**src/design/mii_pkg.sv**
```systemverilog
// constants and types shared by the nibble-wide mac-facing data port
package mii_pkg;
  localparam int unsigned SYS_CLK_HZ = 100_000_000; // system clock rate
  localparam int unsigned CLK_FAST_HZ = 25_000_000; // port clock at 100 mbps
  localparam int unsigned CLK_SLOW_HZ = 2_500_000; // port clock at 10 mbps
  localparam int unsigned HALF_W = 6; // width of half-period counts
  localparam logic [5:0] HALF_FAST = 6'(SYS_CLK_HZ / (2 * CLK_FAST_HZ)); // 2 cycles
  localparam logic [5:0] HALF_SLOW = 6'(SYS_CLK_HZ / (2 * CLK_SLOW_HZ)); // 20 cycles
  localparam int unsigned JABBER_MS = 20; // longest transmit enable before lockout
  localparam int unsigned RELEASE_MS = 250; // quiet time that ends the lockout
  localparam int unsigned JABBER_CYC = (SYS_CLK_HZ / 1000) * JABBER_MS;
  localparam int unsigned RELEASE_CYC = (SYS_CLK_HZ / 1000) * RELEASE_MS;
  localparam int unsigned SQE_NS = 1000; // heartbeat collision pulse length
  localparam int unsigned SQE_CYC = (SQE_NS * (SYS_CLK_HZ / 1_000_000) + 999) / 1000;
  localparam int unsigned CNT_W = 25; // wide enough for the release count
  localparam int unsigned SQE_W = 8; // heartbeat counter width
  localparam int unsigned CFG_W = 3; // strap width
  localparam logic [2:0] CFG_NIBBLE = 3'h0; // strap code of nibble mode
  localparam int unsigned NIB_W = 4; // nibble width
  localparam logic [7:0] SFD_BYTE = 8'hd5; // delimiter byte, nibbles 5 then d
  localparam logic [3:0] IDLE_NIB = 4'h0; // receive data while not valid
  // receive framing states
  typedef enum logic [2:0] {
    RX_IDLE = 3'b001,
    RX_HUNT = 3'b010,
    RX_DATA = 3'b100
  } rx_state_e;
endpackage

```
**src/design/mii_phy_port.sv**
```systemverilog
// nibble-wide data port of the transceiver, facing the mac
`timescale 1ns/1ps
module mii_phy_port #(
  parameter int unsigned JABBER_CYC = mii_pkg::JABBER_CYC, // lockout threshold
  parameter int unsigned RELEASE_CYC = mii_pkg::RELEASE_CYC // lockout release time
) (
  input wire logic sys_clk_in, // 100 mhz system clock
  input wire logic nrst_in, // synchronous reset, active low
  input wire logic ce_in, // clock enable
  input wire logic [2:0] cfg_strap_in, // configuration strap pins
  input wire logic speed_100_in, // 1 = 100 mbps, 0 = 10 mbps
  input wire logic full_duplex_in, // 1 = full duplex
  input wire logic link_up_in, // line link status
  output logic mii_mode_out, // nibble mode chosen by straps
  output logic txc_out, // transmit clock to mac
  input wire logic tx_en_in, // transmit enable pin from mac
  input wire logic [3:0] txd_in, // transmit data pins from mac
  output logic [7:0] tx_byte_out, // assembled transmit byte to line coder
  output logic tx_byte_valid_out, // one-cycle strobe for tx_byte_out
  input wire logic rec_clk_in, // clock recovered from the line
  input wire logic [7:0] rx_byte_in, // decoded receive byte from line
  input wire logic rx_byte_valid_in, // receive byte offered
  output logic rx_byte_ready_out, // port can take a receive byte this cycle
  input wire logic rx_sos_in, // start of stream / valid preamble seen
  input wire logic rx_eos_in, // end of stream / end marker seen
  input wire logic rx_idle_in, // idle symbols seen
  input wire logic rx_code_err_in, // symbol or coding error pulse
  output logic rxc_out, // receive clock to mac
  output logic rxdv_out, // receive data valid
  output logic [3:0] rxd_out, // receive data
  output logic rxer_out, // receive error
  output logic crs_out, // carrier sense
  output logic col_out // collision
);
  logic [2:0] cfg_s1, cfg_s2; // strap synchroniser
  logic strap_done_r; // straps captured since reset
  logic mii_sel_r; // nibble mode selected
  logic txen_s1, txen_s2; // transmit enable synchroniser
  logic [3:0] txd_s1, txd_s2; // transmit data synchroniser
  logic rec_s1, rec_s2; // recovered clock synchroniser
  logic ref_clk, ref_rise; // local reference port clock
  logic [5:0] half_sel; // half period for the current speed
  logic tx_act_r; // transmit enable seen at last clock edge
  logic tx_half_r; // low nibble held
  logic [3:0] tx_low_r; // held low nibble
  logic jab_r; // jabber lockout active
  logic [mii_pkg::CNT_W-1:0] jab_cnt_r; // jabber / release timer
  logic [mii_pkg::SQE_W-1:0] sqe_cnt_r; // heartbeat pulse timer
  logic rxc_prev_r; // receive clock one cycle ago
  logic rx_fall; // receive clock falling edge
  logic use_rec; // receive clock follows the line
  logic rx_have_r; // receive byte held
  logic [7:0] rx_byte_r; // held receive byte
  logic rx_half_r; // low nibble already presented
  logic err_pend_r; // error waiting for next nibble
  logic present, consume; // drive a nibble / free the held byte
  logic [3:0] nib; // nibble to drive
  mii_pkg::rx_state_e rx_st_r, rx_st_nxt; // receive framing state

  // strap synchroniser keeps sampling through reset, so the capture at
  // release sees the pins and not a cleared flop
  always_ff @(posedge sys_clk_in) begin
    if (ce_in) begin
      cfg_s1 <= cfg_strap_in;
      cfg_s2 <= cfg_s1;
    end
  end

  // two-stage synchronisers for the other pins from outside the domain
  always_ff @(posedge sys_clk_in) begin
    if (!nrst_in) begin
      txen_s1 <= 1'b0;
      txen_s2 <= 1'b0;
      txd_s1 <= '0;
      txd_s2 <= '0;
      rec_s1 <= 1'b0;
      rec_s2 <= 1'b0;
    end else if (ce_in) begin
      txen_s1 <= tx_en_in;
      txen_s2 <= txen_s1;
      txd_s1 <= txd_in;
      txd_s2 <= txd_s1;
      rec_s1 <= rec_clk_in;
      rec_s2 <= rec_s1;
    end
  end

  // capture the straps once after reset release
  always_ff @(posedge sys_clk_in) begin
    if (!nrst_in) begin
      strap_done_r <= 1'b0;
      mii_sel_r <= 1'b0;
    end else if (ce_in && !strap_done_r) begin
      strap_done_r <= 1'b1;
      mii_sel_r <= (cfg_s2 == mii_pkg::CFG_NIBBLE);
    end
  end
  assign mii_mode_out = mii_sel_r;

  a_strap_select: assert property (@(posedge sys_clk_in) disable iff (!nrst_in)
    $rose(strap_done_r) |-> mii_sel_r == ($past(cfg_s2) == 3'h0))
    else $error("strap selection wrong");

  // free-running reference clock, rate by speed
  assign half_sel = speed_100_in ? mii_pkg::HALF_FAST : mii_pkg::HALF_SLOW;
  clk_div #(.W(mii_pkg::HALF_W)) u_ref_div (
    .sys_clk_in(sys_clk_in),
    .nrst_in(nrst_in),
    .ce_in(ce_in),
    .half_in(half_sel),
    .clk_out(ref_clk),
    .rise_out(ref_rise),
    .fall_out()
  );
  assign txc_out = ref_clk;

  a_txc_fast_period: assert property (@(posedge sys_clk_in) disable iff (!nrst_in)
    $rose(txc_out) ##1 (speed_100_in && ce_in)[*4] |-> $rose(txc_out))
    else $error("transmit clock period wrong at 100 mbps");

  // take nibbles at the transmit clock rise, pair them low first
  always_ff @(posedge sys_clk_in) begin
    if (!nrst_in) begin
      tx_act_r <= 1'b0;
      tx_half_r <= 1'b0;
      tx_low_r <= '0;
      tx_byte_out <= '0;
      tx_byte_valid_out <= 1'b0;
    end else if (ce_in) begin
      tx_byte_valid_out <= 1'b0;
      if (ref_rise) begin
        tx_act_r <= txen_s2 && mii_sel_r;
        if (txen_s2 && mii_sel_r && !jab_r) begin
          if (!tx_half_r) begin
            tx_low_r <= txd_s2;
            tx_half_r <= 1'b1;
          end else begin
            tx_byte_out <= {txd_s2, tx_low_r};
            tx_byte_valid_out <= 1'b1;
            tx_half_r <= 1'b0;
          end
        end else begin
          tx_half_r <= 1'b0; // idle: data ignored, odd nibble dropped
        end
      end
    end
  end

  a_tx_only_enabled: assert property (@(posedge sys_clk_in) disable iff (!nrst_in)
    tx_byte_valid_out |-> $past(txen_s2) && !$past(jab_r))
    else $error("byte taken while transmit enable low");

  // jabber lockout timer, 10 mbps only
  always_ff @(posedge sys_clk_in) begin
    if (!nrst_in) begin
      jab_r <= 1'b0;
      jab_cnt_r <= '0;
    end else if (ce_in) begin
      if (speed_100_in) begin
        jab_r <= 1'b0;
        jab_cnt_r <= '0;
      end else if (!jab_r) begin
        if (!txen_s2) begin
          jab_cnt_r <= '0;
        end else if (jab_cnt_r >= mii_pkg::CNT_W'(JABBER_CYC - 1)) begin
          jab_r <= 1'b1;
          jab_cnt_r <= '0;
        end else begin
          jab_cnt_r <= jab_cnt_r + 1'b1;
        end
      end else begin
        if (txen_s2) begin
          jab_cnt_r <= '0;
        end else if (jab_cnt_r >= mii_pkg::CNT_W'(RELEASE_CYC - 1)) begin
          jab_r <= 1'b0;
          jab_cnt_r <= '0;
        end else begin
          jab_cnt_r <= jab_cnt_r + 1'b1;
        end
      end
    end
  end

  // heartbeat pulse after each 10 mbps frame, collision output
  always_ff @(posedge sys_clk_in) begin
    if (!nrst_in) begin
      sqe_cnt_r <= '0;
      col_out <= 1'b0;
    end else if (ce_in) begin
      if (ref_rise && tx_act_r && !txen_s2 && !speed_100_in) begin
        sqe_cnt_r <= mii_pkg::SQE_W'(mii_pkg::SQE_CYC);
      end else if (sqe_cnt_r != '0) begin
        sqe_cnt_r <= sqe_cnt_r - 1'b1;
      end
      col_out <= jab_r || (sqe_cnt_r != '0) ||
        (!full_duplex_in && tx_act_r && crs_out);
    end
  end

  a_jabber_holds_col: assert property (@(posedge sys_clk_in) disable iff (!nrst_in)
    (jab_r && ce_in) |=> col_out)
    else $error("collision not held during jabber");
  a_half_duplex_col: assert property (@(posedge sys_clk_in) disable iff (!nrst_in)
    (!full_duplex_in && tx_act_r && crs_out && ce_in) |=> col_out)
    else $error("collision missed in half duplex");

  // carrier sense: start wins over end in the same cycle
  always_ff @(posedge sys_clk_in) begin
    if (!nrst_in) begin
      crs_out <= 1'b0;
    end else if (ce_in) begin
      if (rx_sos_in && mii_sel_r) begin
        crs_out <= 1'b1;
      end else if (rx_eos_in || (speed_100_in && rx_idle_in)) begin
        crs_out <= 1'b0;
      end
    end
  end

  a_crs_idle_drop: assert property (@(posedge sys_clk_in) disable iff (!nrst_in)
    (speed_100_in && rx_idle_in && !rx_sos_in && ce_in) |=> !crs_out)
    else $error("carrier kept after idle symbols");

  // receive clock: line clock or local reference by mode
  assign use_rec = speed_100_in ? link_up_in : crs_out;
  always_ff @(posedge sys_clk_in) begin
    if (!nrst_in) begin
      rxc_out <= 1'b0;
      rxc_prev_r <= 1'b0;
    end else if (ce_in) begin
      rxc_out <= use_rec ? rec_s2 : ref_clk;
      rxc_prev_r <= rxc_out;
    end
  end
  assign rx_fall = ce_in && rxc_prev_r && !rxc_out;

  a_rxc_ref_idle: assert property (@(posedge sys_clk_in) disable iff (!nrst_in)
    (!speed_100_in && !crs_out && ce_in) |=> rxc_out == $past(ref_clk))
    else $error("receive clock not on reference while idle");

  // framing decision at each receive clock fall
  always_comb begin
    rx_st_nxt = rx_st_r;
    present = 1'b0;
    consume = 1'b0;
    nib = rx_half_r ? rx_byte_r[7:4] : rx_byte_r[3:0];
    if (rx_fall) begin
      case (rx_st_r)
        mii_pkg::RX_IDLE: begin
          if (rx_have_r) begin
            rx_st_nxt = speed_100_in ? mii_pkg::RX_DATA : mii_pkg::RX_HUNT;
            present = speed_100_in;
          end
        end
        mii_pkg::RX_HUNT: begin
          if (rx_have_r && rx_byte_r == mii_pkg::SFD_BYTE) begin
            rx_st_nxt = mii_pkg::RX_DATA;
            present = 1'b1;
          end else if (rx_have_r) begin
            consume = 1'b1; // preamble not shown at 10 mbps
          end else if (!crs_out) begin
            rx_st_nxt = mii_pkg::RX_IDLE;
          end
        end
        mii_pkg::RX_DATA: begin
          if (rx_have_r) begin
            present = 1'b1;
          end else begin
            rx_st_nxt = mii_pkg::RX_IDLE; // frame over
          end
        end
        default: rx_st_nxt = mii_pkg::RX_IDLE;
      endcase
      if (present && rx_half_r) begin
        consume = 1'b1;
      end
    end
  end

  // one-byte hold register toward the line decoder
  assign rx_byte_ready_out = ce_in && mii_sel_r && !rx_have_r;
  always_ff @(posedge sys_clk_in) begin
    if (!nrst_in) begin
      rx_have_r <= 1'b0;
      rx_byte_r <= '0;
    end else if (rx_byte_valid_in && rx_byte_ready_out) begin
      rx_have_r <= 1'b1;
      rx_byte_r <= rx_byte_in;
    end else if (consume) begin
      rx_have_r <= 1'b0;
    end
  end

  // receive outputs, changed only at the receive clock fall
  always_ff @(posedge sys_clk_in) begin
    if (!nrst_in) begin
      rx_st_r <= mii_pkg::RX_IDLE;
      rx_half_r <= 1'b0;
      rxdv_out <= 1'b0;
      rxd_out <= mii_pkg::IDLE_NIB;
      rxer_out <= 1'b0;
    end else if (rx_fall) begin
      rx_st_r <= rx_st_nxt;
      rxdv_out <= present;
      rxd_out <= present ? nib : mii_pkg::IDLE_NIB;
      rxer_out <= present && (err_pend_r || rx_code_err_in);
      rx_half_r <= present ? !rx_half_r : 1'b0;
    end
  end

  // error pending until a nibble carries it; a new error wins over the clear
  always_ff @(posedge sys_clk_in) begin
    if (!nrst_in) begin
      err_pend_r <= 1'b0;
    end else if (ce_in) begin
      if (rx_code_err_in) begin
        err_pend_r <= 1'b1;
      end else if (rx_fall && present) begin
        err_pend_r <= 1'b0;
      end
    end
  end

  a_rxdv_on_sfd: assert property (@(posedge sys_clk_in) disable iff (!nrst_in)
    ($rose(rxdv_out) && !speed_100_in) |-> rxd_out == 4'h5)
    else $error("10 mbps valid did not start on delimiter");
  a_rx_outputs_on_fall: assert property (@(posedge sys_clk_in) disable iff (!nrst_in)
    ($changed(rxd_out) || $changed(rxdv_out)) |-> $past(rx_fall))
    else $error("receive outputs moved off the clock fall");
  a_rx_high_follows_low: assert property (@(posedge sys_clk_in) disable iff (!nrst_in)
    (rx_fall && present && !rx_half_r) |=> rxd_out == $past(rx_byte_r[3:0]))
    else $error("low nibble not first");
endmodule

```
**src/design/clk_div.sv**
```systemverilog
// divider that makes a square port clock with edge pulses
`timescale 1ns/1ps
module clk_div #(
  parameter int unsigned W = 6 // half-period counter width
) (
  input wire logic sys_clk_in, // system clock
  input wire logic nrst_in, // synchronous reset, active low
  input wire logic ce_in, // clock enable, freezes state when low
  input wire logic [W-1:0] half_in, // half period in system cycles
  output logic clk_out, // divided clock level
  output logic rise_out, // high in the cycle clk_out became 1
  output logic fall_out // high in the cycle clk_out became 0
);
  logic [W-1:0] cnt_r; // cycles spent in this half period

  // count half periods and toggle; >= keeps a speed change from overrunning
  always_ff @(posedge sys_clk_in) begin
    if (!nrst_in) begin
      cnt_r <= '0;
      clk_out <= 1'b0;
      rise_out <= 1'b0;
      fall_out <= 1'b0;
    end else if (ce_in) begin
      rise_out <= 1'b0;
      fall_out <= 1'b0;
      if (cnt_r >= half_in - W'(1)) begin
        cnt_r <= '0;
        clk_out <= ~clk_out;
        rise_out <= ~clk_out;
        fall_out <= clk_out;
      end else begin
        cnt_r <= cnt_r + W'(1);
      end
    end
  end
endmodule

```
**config.mk**
```make
export PLATFORM = sky130hd
export DESIGN_NAME = mii_phy_port
export DESIGN_NICKNAME = d
export VERILOG_FILES = /design/src/design/mii_pkg.sv /design/src/design/mii_phy_port.sv /design/src/design/clk_div.sv
export SDC_FILE = /design/constraint.sdc
export NUM_CORES = 1
export LEC_CHECK = 0
export ABC_AREA = 1
export BUFFER_PORTS_ARGS = -buffer_cell sky130_fd_sc_hd__buf_2
export CAP_MARGIN = 15
export CORE_MARGIN = 3
export CORE_UTILIZATION = 25
export DETAILED_ROUTE_END_ITERATION = 10
export PLACE_DENSITY_LB_ADDON = 0.08
export SLEW_MARGIN = 10
export SYNTH_ARGS = -nofsm -noshare
export SYNTH_HDL_FRONTEND = slang
export SYNTH_SLANG_ARGS = --single-unit
export TNS_END_PERCENT = 20
```
**constraint.sdc**
```tcl
create_clock -name sys_clk_in -period 2.55 [get_ports sys_clk_in]
set_input_delay 0 -clock sys_clk_in [delete_from_list [all_inputs] [get_ports sys_clk_in]]
set_output_delay 0 -clock sys_clk_in [all_outputs]
set_load 0.03 [all_outputs]
```
* Yosys cells after proc, flatten, opt, wreduce, memory -nomap -nowiden *
Index checks and enable logic that the tools add are counted.

word-level totals
  bits of input ports = 28
  register bits after elaboration = 101
  output and inout port bits = 21
  word-level logic and storage cells = 145

cells by class
  add/sub/neg operators = 4
  reductions and logical operators = 45
  equality and inequality tests = 8
  mux-type cells = 50
  magnitude comparators = 3
  bitwise operators = 2

operators by type and width
  kind                                                                                   count
  25-bit 2-to-1 mux                                                                      6
  1-bit 2-to-1 mux                                                                       30
  25-bit by 1-bit adder with 25-bit output, second input constant                        1
  25-bit by 21-bit greater-or-equal comparator with 1-bit output, second input constant  1
  25-bit greater-or-equal comparator, second input constant                              1
  1-bit logical AND                                                                      19
  3-bit 2-to-1 mux                                                                       6
  8-bit 2-to-1 mux                                                                       2
  2-bit AND reduction                                                                    5
  3-bit one-hot mux with 3 select lines                                                  1
  8-bit equality test, second input constant                                             1
  1-bit logical NOT                                                                      8
  4-bit 2-to-1 mux                                                                       2
  4-bit AND reduction                                                                    2
  2-bit nonzero test                                                                     4
  8-bit nonzero test                                                                     1
  8-bit by 1-bit subtractor with 8-bit output, second input constant                     1
  6-bit by 1-bit adder with 6-bit output, second input constant                          1
  6-bit greater-or-equal comparator                                                      1
  6-bit 2-to-1 mux                                                                       1
  3-bit != test, second input constant                                                   2
  5-bit by 1-bit subtractor with 6-bit output, second input constant                     1
  5-bit 2-to-1 mux                                                                       1
  5-bit AND reduction                                                                    1
  other kinds (8)                                                                        13

* Depth between registers and ports, before layout *
Gate-level depths: netlist of run 1.

  depth in word-level cells = 10
  mapped depth = 13
  gate-level depth less buffers = 12

* Modules after synthesis *
Synthesis of run 1 repeated with hierarchy kept, for this count alone.

unflattened totals
  cell total of the unflattened synthesis = 798
  area total of the unflattened synthesis = 5400.2 um2

by module, submodules not included
  module        times used  area each (um2)  seq. area each (um2)  cells each
  mii_phy_port  1           4778.3           1921.8                715
  clk_div       1           621.8            180.2                 83

* Worst setup path after synthesis of run 1 *
No wires, ideal clock.

  path kind = register -> register
  start = reg mii_sel_r, in the netlist mii_mode_out
  end = reg rx_byte_r[5]
  setup slack = 630 ps
  cell stages (with the launch flop) = 7
  setup time = 128 ps
  path buffers = 1
  arrival time = 1792 ps
  period minus slack after synthesis = 1920 ps
  required time = 2422 ps
  path through = dfxtp_1 -> nand2_1 -> nor2_1 -> nand2_1 -> clkbuf_1 -> o21ai_0 -> a21oi_1

between the ends
  longest elaborated chain between the ends = 3

ends and longest elaborated chain
  what                             RTL line             RTL
  start, declared                  mii_phy_port.sv:37   logic mii_sel_r;
  start signal, assigned           mii_phy_port.sv:95   mii_sel_r <= (cfg_s2 == mii_pkg::CFG_NIBBLE);
  1-bit logical AND (2 in series)  mii_phy_port.sv:281  assign rx_byte_ready_out = ce_in && mii_sel_r && !rx_have_r;
  named net rx_byte_ready_out      mii_phy_port.sv:23   output logic rx_byte_ready_out,
  1-bit logical AND                mii_phy_port.sv:286  end else if (rx_byte_valid_in && rx_byte_ready_out) begin
  end signal, assigned             mii_phy_port.sv:288  rx_byte_r <= rx_byte_in;
  end, declared                    mii_phy_port.sv:53   logic [7:0] rx_byte_r;

The timed path passes the listed nets, and every way through them passes these cells.
A chain may end at the register's enable or synchronous reset.

* Final worst setup path of run 1 *
  start = reg jab_cnt_r[0] (netlist bit)
  end = reg jab_cnt_r[6] (netlist bit)

between the ends
  longest elaborated chain between the ends = 5
  elaborated cells between the ends (all ways) = 9
  those cells by class = add/sub: 1; order compare: 2; mux: 6

ends and longest elaborated chain
  what                                                                    RTL line                                  RTL
  start, declared                                                         mii_phy_port.sv:47                        logic [mii_pkg::CNT_W-1:0] jab_cnt_r;
  start signal, assigned                                                  mii_phy_port.sv:169                       jab_cnt_r <= jab_cnt_r + 1'b1;
  start signal, assigned                                                  mii_phy_port.sv:178                       jab_cnt_r <= jab_cnt_r + 1'b1;
  25-bit by 1-bit adder with 25-bit output, or another cell as far along  mii_phy_port.sv:169, mii_phy_port.sv:178
  25-bit 2-to-1 mux, on equally long branches                             mii_phy_port.sv:165, mii_phy_port.sv:174
  25-bit 2-to-1 mux, on equally long branches                             mii_phy_port.sv:163, mii_phy_port.sv:172
  25-bit 2-to-1 mux *                                                     mii_phy_port.sv:162                       end else if (!jab_r) begin
  25-bit 2-to-1 mux *                                                     mii_phy_port.sv:159                       if (speed_100_in) begin

Every way passes the cells marked *; elsewhere a longest branch is shown, timed or not.

==> run metrics, run 1 <==
RSZ-0062 raised after global routing=no; fillers=about 2200; Detailed Route WL=14800 um; Routed wire per std cell=~13 um; Overall Power=3540 uW; worst-path fanout max=24; vias in the first global route=5008; Worst EP required=2770 ps; die footprint=between 20000 and 25000 sq um; leakage=roughly 0.0023 uW; port bufs=48; register area share after synthesis=about two fifths; via count=approximately 5000; final setup violation count=0; Bufs on Longest Clock Path=2; maximum number of pins on one net before global-route repair=53; Top Family by Delay on Critical Path=simple AND/OR/NAND/NOR gates; syn nets=around 800; Core Region=roughly 20000 sq um; CP arrival=around 2300 ps; Die Wd=~150 um; CTS buffer count=9; slew margin rel.=about two fifths; DR WL met2=7030 um; area of the multi-input gates=about 2700 sq um; HPWL Detailed=10500 um; WP buf/inv=0; Final Hold Vio Count=0; Post-CTS Hold Buffers=24; Max Slew Vio Count=0; layout cells sized above 1=about an eighth; met3 routed WL=between 300 and 400 um; I/O pin count=49; Placement Setup Slack=between 400 and 500 ps; grt ovf=0; Clock Skews=10.9 ps; ANT nets after route=0; Crit. End Element=flop; Synth Cell Area=5140 sq um; H-tree depth=3; Syn Area/Cell=between 6 and 7 sq um; TNS Setup=0 ps; Initial DRC Count=between 200 and 250; Peak VDD IR=around 0.33 mV; P&R area growth vs syn=19.6%; clk root buf=clkbuf_16; Cell Pwr Density=576 nW/um^2; DRC=0; Met1 Wirelength=about 7200 um; Die H=about 150 um; gp weighted congestion=0.795; top sig layer=met4; Final min period=about 2100 ps; clock-pin slew on the worst setup and hold paths=around 80 ps; first-pass detailed-route iteration total=5; max-cap viol count=0; Crit path largest cell delay=between 300 and 400 ps; Gate Count Post-Synth=between 700 and 800; Avg Vias per Cell=4.53; GRT Total Usage=around 14%; commonest non-fill, non-tap cell in the layout=nand2_1; buffer count from post-CTS setup fixing=0; Rows=51; Resize count post-CTS=0; Num Clock Sinks=between 100 and 150; Area after DPL=around 5600 sq um; Slowest cell on crit path=dfxtp_1; Initial Util=roughly 26%; Reg area=roughly 2100 sq um; clk_lat worst skew=roughly 360 ps; TritonCTS clock tree=done; reg2reg start=jab_cnt_r[0]; Max Clock Freq=0.486 GHz; commonest non-fill, non-tap cells in the layout=nand2_1 (186), nor2_1 (144), dfxtp_1 (95); worst slew pin tran=between 800 and 900 ps; Synth cell types=38; Design Area, Final=6150 sq um; Final period util=approximately four fifths; global-route wire length before repair=24700 um; register bit total from synthesis=101; final worst slack=a little under 500 ps; Critical path origin=jab_cnt_r[0]; synthesis warning total=0; Ant. Diodes=0; Worst Hold Launch=rx_eos_in; status=complete, no violations; hold_ws=around 25 ps; Worst Hold Class=in -> reg; initial antenna violation count=0; critical path class=reg -> reg; net count reported at finish=around 860; crit path cell chain=ha_1, nand2_2, nor2_2, nand3_1, nor2_1, nand2_1, nand4_1, nand2_2, nand3_1, a21oi_1; type of origin of the critical path=flop
==> stage by stage <==
| step | util (%) | std cells |
|---|---|---|
| finish | 31.0 | 1101 |
| global route | 31.0 | 1101 |
| CTS | 31.0 | 1101 |
| detailed placement | 28.3 | 1061 |
| global placement | 28.3 | 1061 |
| floorplan | - | 768 |
==> logic make-up (layout without fill, tap and decap cells) <==
family	after synthesis	after routing	share of synthesized area (%)
mux	1	1	0.195
simple gates	444	444	36.9
fa+ha+maj	5	5	1.22
compound gates	116	116	12.2
xor+xnor	9	9	1.53
flops	101	101	40.5
buf+inv	92	160	7.49
==> per-layer routing <==
layer	GRT usage (%)	vias to the layer above
met5	0	-
met4	3.71	0
met3	3.21	13
met2	23.3	65
met1	17.6	2282
li1	-	2633
==> state kept, by name (all words and copies together), names as in the netlist, 3 cells and up <==
register         count
cfg_s1               3
tx_byte_out          8
rx_byte_r            8
u_ref_div.cnt_r      6
txd_s2               4
txd_s1               4
jab_cnt_r           25
tx_low_r             4
sqe_cnt_r            8
rx_st_r              3
rxd_out              4
cfg_s2               3
==> tightest hold or removal path, cell delays in order <==
cell,delay (ps)
buf_2,70
a21oi_1,40
o21ai_0,150
a21oi_1,60
==> synth_stat cells, drive strengths merged <==
cell type,n,share of area (%)
or2,2,0.24
a211oi,3,0.44
nor3,16,1.8
a211o,1,0.17
nand3,56,5.5
nand3b,2,0.29
a31oi,7,0.85
o21bai,2,0.29
clkinv,2,0.15
nand4,17,2.1
o21a,1,0.15
mux2i,1,0.19
o31a,1,0.17
clkbuf,18,1.3
o21ai,38,3.7
dfxtp,95,37
xor2,8,1.4
xnor2,1,0.17
nor2,152,12
o211ai,5,0.73
ha,5,1.2
or3,1,0.12
a21oi,58,5.7
buf,9,1.4
nand2,193,14
nor3b,5,0.73
inv,63,4.6
edfxtp,6,3.5
==> power breakdown <==
part | switching [uW] | internal [uW] | leakage [uW]
Combinational | 294 | 167 | 0.00137
Clock | 682 | 683 | 0.000133
Sequential | 45.4 | 1670 | 0.000830
==> path summary, 6_finish.rpt <==
| check | slack (ps) | to | cells past startpoint |
|---|---|---|---|
| worst min register to register | 420 | cfg_s2[2] | 0 |
| worst min-delay path | 20 | crs_out | 4 |
| worst max register to register | 490 | jab_cnt_r[6] | 10 |
| worst max-delay path | 490 | jab_cnt_r[6] | 10 |
==> cell type report <==
| class | instances | area share [%] |
|---|---|---|
| Sequential cell | 101 | 33.9 |
| Inverter | 65 | 3.97 |
| Multi-Input combinational cell | 575 | 43.5 |
| Clock inverter | 6 | 0.895 |
| Tap cell | 265 | 5.39 |
| Timing Repair Buffer | 79 | 8.67 |
| Clock buffer | 10 | 3.72 |
No activity file was read; power rests on OpenSTA's default activity.
==> run 2, diff against run 1 <==
--- a/config.mk
+++ b/config.mk
@@ -5,7 +5,7 @@
 export SDC_FILE = /design/constraint.sdc
 export NUM_CORES = 1
 export LEC_CHECK = 0
-export ABC_AREA = 1
+export ABC_AREA = 0
 export BUFFER_PORTS_ARGS = -buffer_cell sky130_fd_sc_hd__buf_2
 export CAP_MARGIN = 15
 export CORE_MARGIN = 3
==> constraint.sdc (replaced) <==
create_clock -name sys_clk_in -period 1.74 [get_ports sys_clk_in]
set_input_delay 0 -clock sys_clk_in [delete_from_list [all_inputs] [get_ports sys_clk_in]]
set_output_delay 0 -clock sys_clk_in [all_outputs]
set_load 0.03 [all_outputs]
==> run metrics, run 2 <==
max-cap viol count=0; H-tree depth=3; Rows=50; final worst slack=-127 ps; worst-path fanout max=8; leakage=approximately 0.0027 uW; Final Hold Vio Count=0; share of flip-flops with an asynchronous set or reset=0%; Min-Delay Path Depth=4; register bit total from synthesis=roughly 100; fillers=just under 2000; logic gate share of total power=approximately 17%; DRC=0; critical path class=reg -> reg; GRT Total Usage=12.7%; Crit. End Element=flop; gp weighted congestion=between 0.8 and 0.9; Syn Area/Cell=about 8.7 sq um; Max Clock Freq=0.536 GHz; net count reported at finish=approximately 730; Flop pwr share=44.8%; register area share after synthesis=between 40% and 50%; Top reg by flops=jab_cnt_r; Psw=between 1000 and 1500 uW; Design Area, Final=just under 7000 sq um; Routed wire per std cell=roughly 14 um; CTS buffer count=9; worst slew pin tran=roughly 470 ps; Initial Util=between 20% and 30%; slew margin rel.=68.7%; Final period util=107%; Ant. Diodes=0; HPWL Detailed=9220 um; Detailed Route WL=13300 um; Gate Count Post-Synth=~560; Sw Ratio=approximately a quarter; final setup violation count=27; violated checks=negative setup slack; global-route wire length before repair=around 22000 um; Primary FF master, synth=dfxtp_1; Max Slew Vio Count=0; Overall Power=roughly 5600 uW; commonest non-fill, non-tap cells in the layout=dfxtp_1 (81), buf_4 (81), nand2_1 (79); maximum number of pins on one net before global-route repair=46; area share of the largest cell type after synthesis=between 30% and 40%; status=finished with violations; syn nets=between 500 and 600; first-pass detailed-route iteration total=4; Worst Hold Class=in -> reg; Die Wd=~140 um; vias in the first global route=approximately 4300; Area after DPL=just under 6000 sq um; Core Region=about 19000 sq um; Final min period=~1900 ps; I/O pin count=a little under 50; type of origin of the critical path=flop; ANT nets after route=0; Synth cell types=60; TritonCTS clock tree=done; Post-synth EDFFs=6; Clk pwr share=between 30% and 40%; grt ovf=0; most numerous cell in the Yosys netlist=dfxtp_1; Bufs on Longest Clock Path=2; Cell Pwr Density=slightly above 800 nW/um^2; CP arrival=2090 ps; P&R area growth vs syn=40.9%; FF-to-FF path depth=7; Clock Skews=about 7.7 ps; layout cells sized above 1=a little under a third; area leader, netlist=dfxtp_1; Worst EP required=about 2000 ps; Synth Cell Area=4830 sq um; largest cells by area after synthesis=dfxtp_1 (39%), nand2_1 (6.3%), mux2i_1 (6.2%); die footprint=approximately 21000 sq um; Die H=between 100 and 150 um; max reg flops=25; Avg Vias per Cell=4.53; via count=around 4400; Peak VDD IR=0.436 mV; clk_lat worst skew=350 ps; Initial DRC Count=156; clk root buf=clkbuf_16; Commonest cells post-synth=dfxtp_1 (95), nand2_1 (81), nor2_1 (41), nor2b_1 (40), mux2i_1 (30); clock-pin slew on the worst setup and hold paths=approximately 70 ps; Internal Power=4140 uW; RSZ-0062 raised after global routing=yes; port bufs=between 40 and 50; TNS Setup=-2130 ps; synthesis warning total=0; initial antenna violation count=0; Num Clock Sinks=101
[run 2: through the flow]
step,util (%),setup slack [ps],instances,hold slack [ps]
4_1_cts,35.4,-118,960,33.9
6_report,36.1,-127,961,10.5
5_1_grt,36.1,-298,961,63.4
3_5_place_dp,31.2,-226,910,179
2_1_floorplan,-,-81.1,557,98.9
3_3_place_gp,31.2,-207,910,177
[run 2: area by class of cell]
cell class	count	area (sq um)	area share, %
Sequential cell	101	2110	31.1
Inverter	10	37.5	0.552
Clock inverter	5	65.1	0.957
Tap cell	260	325	4.78
Multi-Input combinational cell	414	2830	41.6
Timing Repair Buffer	160	1190	17.5
Clock buffer	11	243	3.57
[run 2: per-layer routing]
layer  up-vias  GRT usage [%]  wire (um)
li1       2242              -          -
met1      2053           17.9       6810
met2        52           19.6       5950
met3        10           2.25        375
met4         0           4.75        165
met5         -              0          0
[run 2: power by group through the flow]
stage                     logic, uW  registers (uW)  clock network (uW)
after detailed placement        798            2570                   0
after floorplan                 503            2580                   0
after global routing           1080            2530                2330
final                           972            2510                2130
after global placement          788            2570                   0
after CTS                       888            2510                2230
[run 2: worst max-delay path, cell delays in order, from the launching register on]
cell	delay, ps
dfxtp_4	370
nor4bb_4	270
nand4_1	180
o32ai_4	350
nor3_4	120
buf_6	160
o2111ai_1	210
nand3_1	100
[run 2: worst paths after layout]
check	from	slack [ps]	endpoint
setup / recovery	jab_cnt_r[24]	-130	jab_cnt_r[16]
hold / removal	full_duplex_in	10	col_out
setup reg to reg	jab_cnt_r[24]	-130	jab_cnt_r[16]
hold reg to reg	cfg_s1[2]	420	cfg_s2[2]
[run 2: cell families after synthesis]
group	after synthesis	share of synthesized area, %
AND/OR/NAND/NOR	253	26.6
AO/OA/AOI/OAI	105	15.1
flip-flops	101	43.1
buffers and inverters	42	3.63
multiplexers	34	7.15
XOR/XNOR	17	3.08
adder cells (fa/ha/maj)	5	1.30
[run 2: timing repair]
item	in CTS	in global routing
pin swaps	39	15
hold buffers	20	0
resized for setup	52	25
hold endpoints to repair	20	0
setup buffers	14	1
endpoints found under the setup margin	39	51
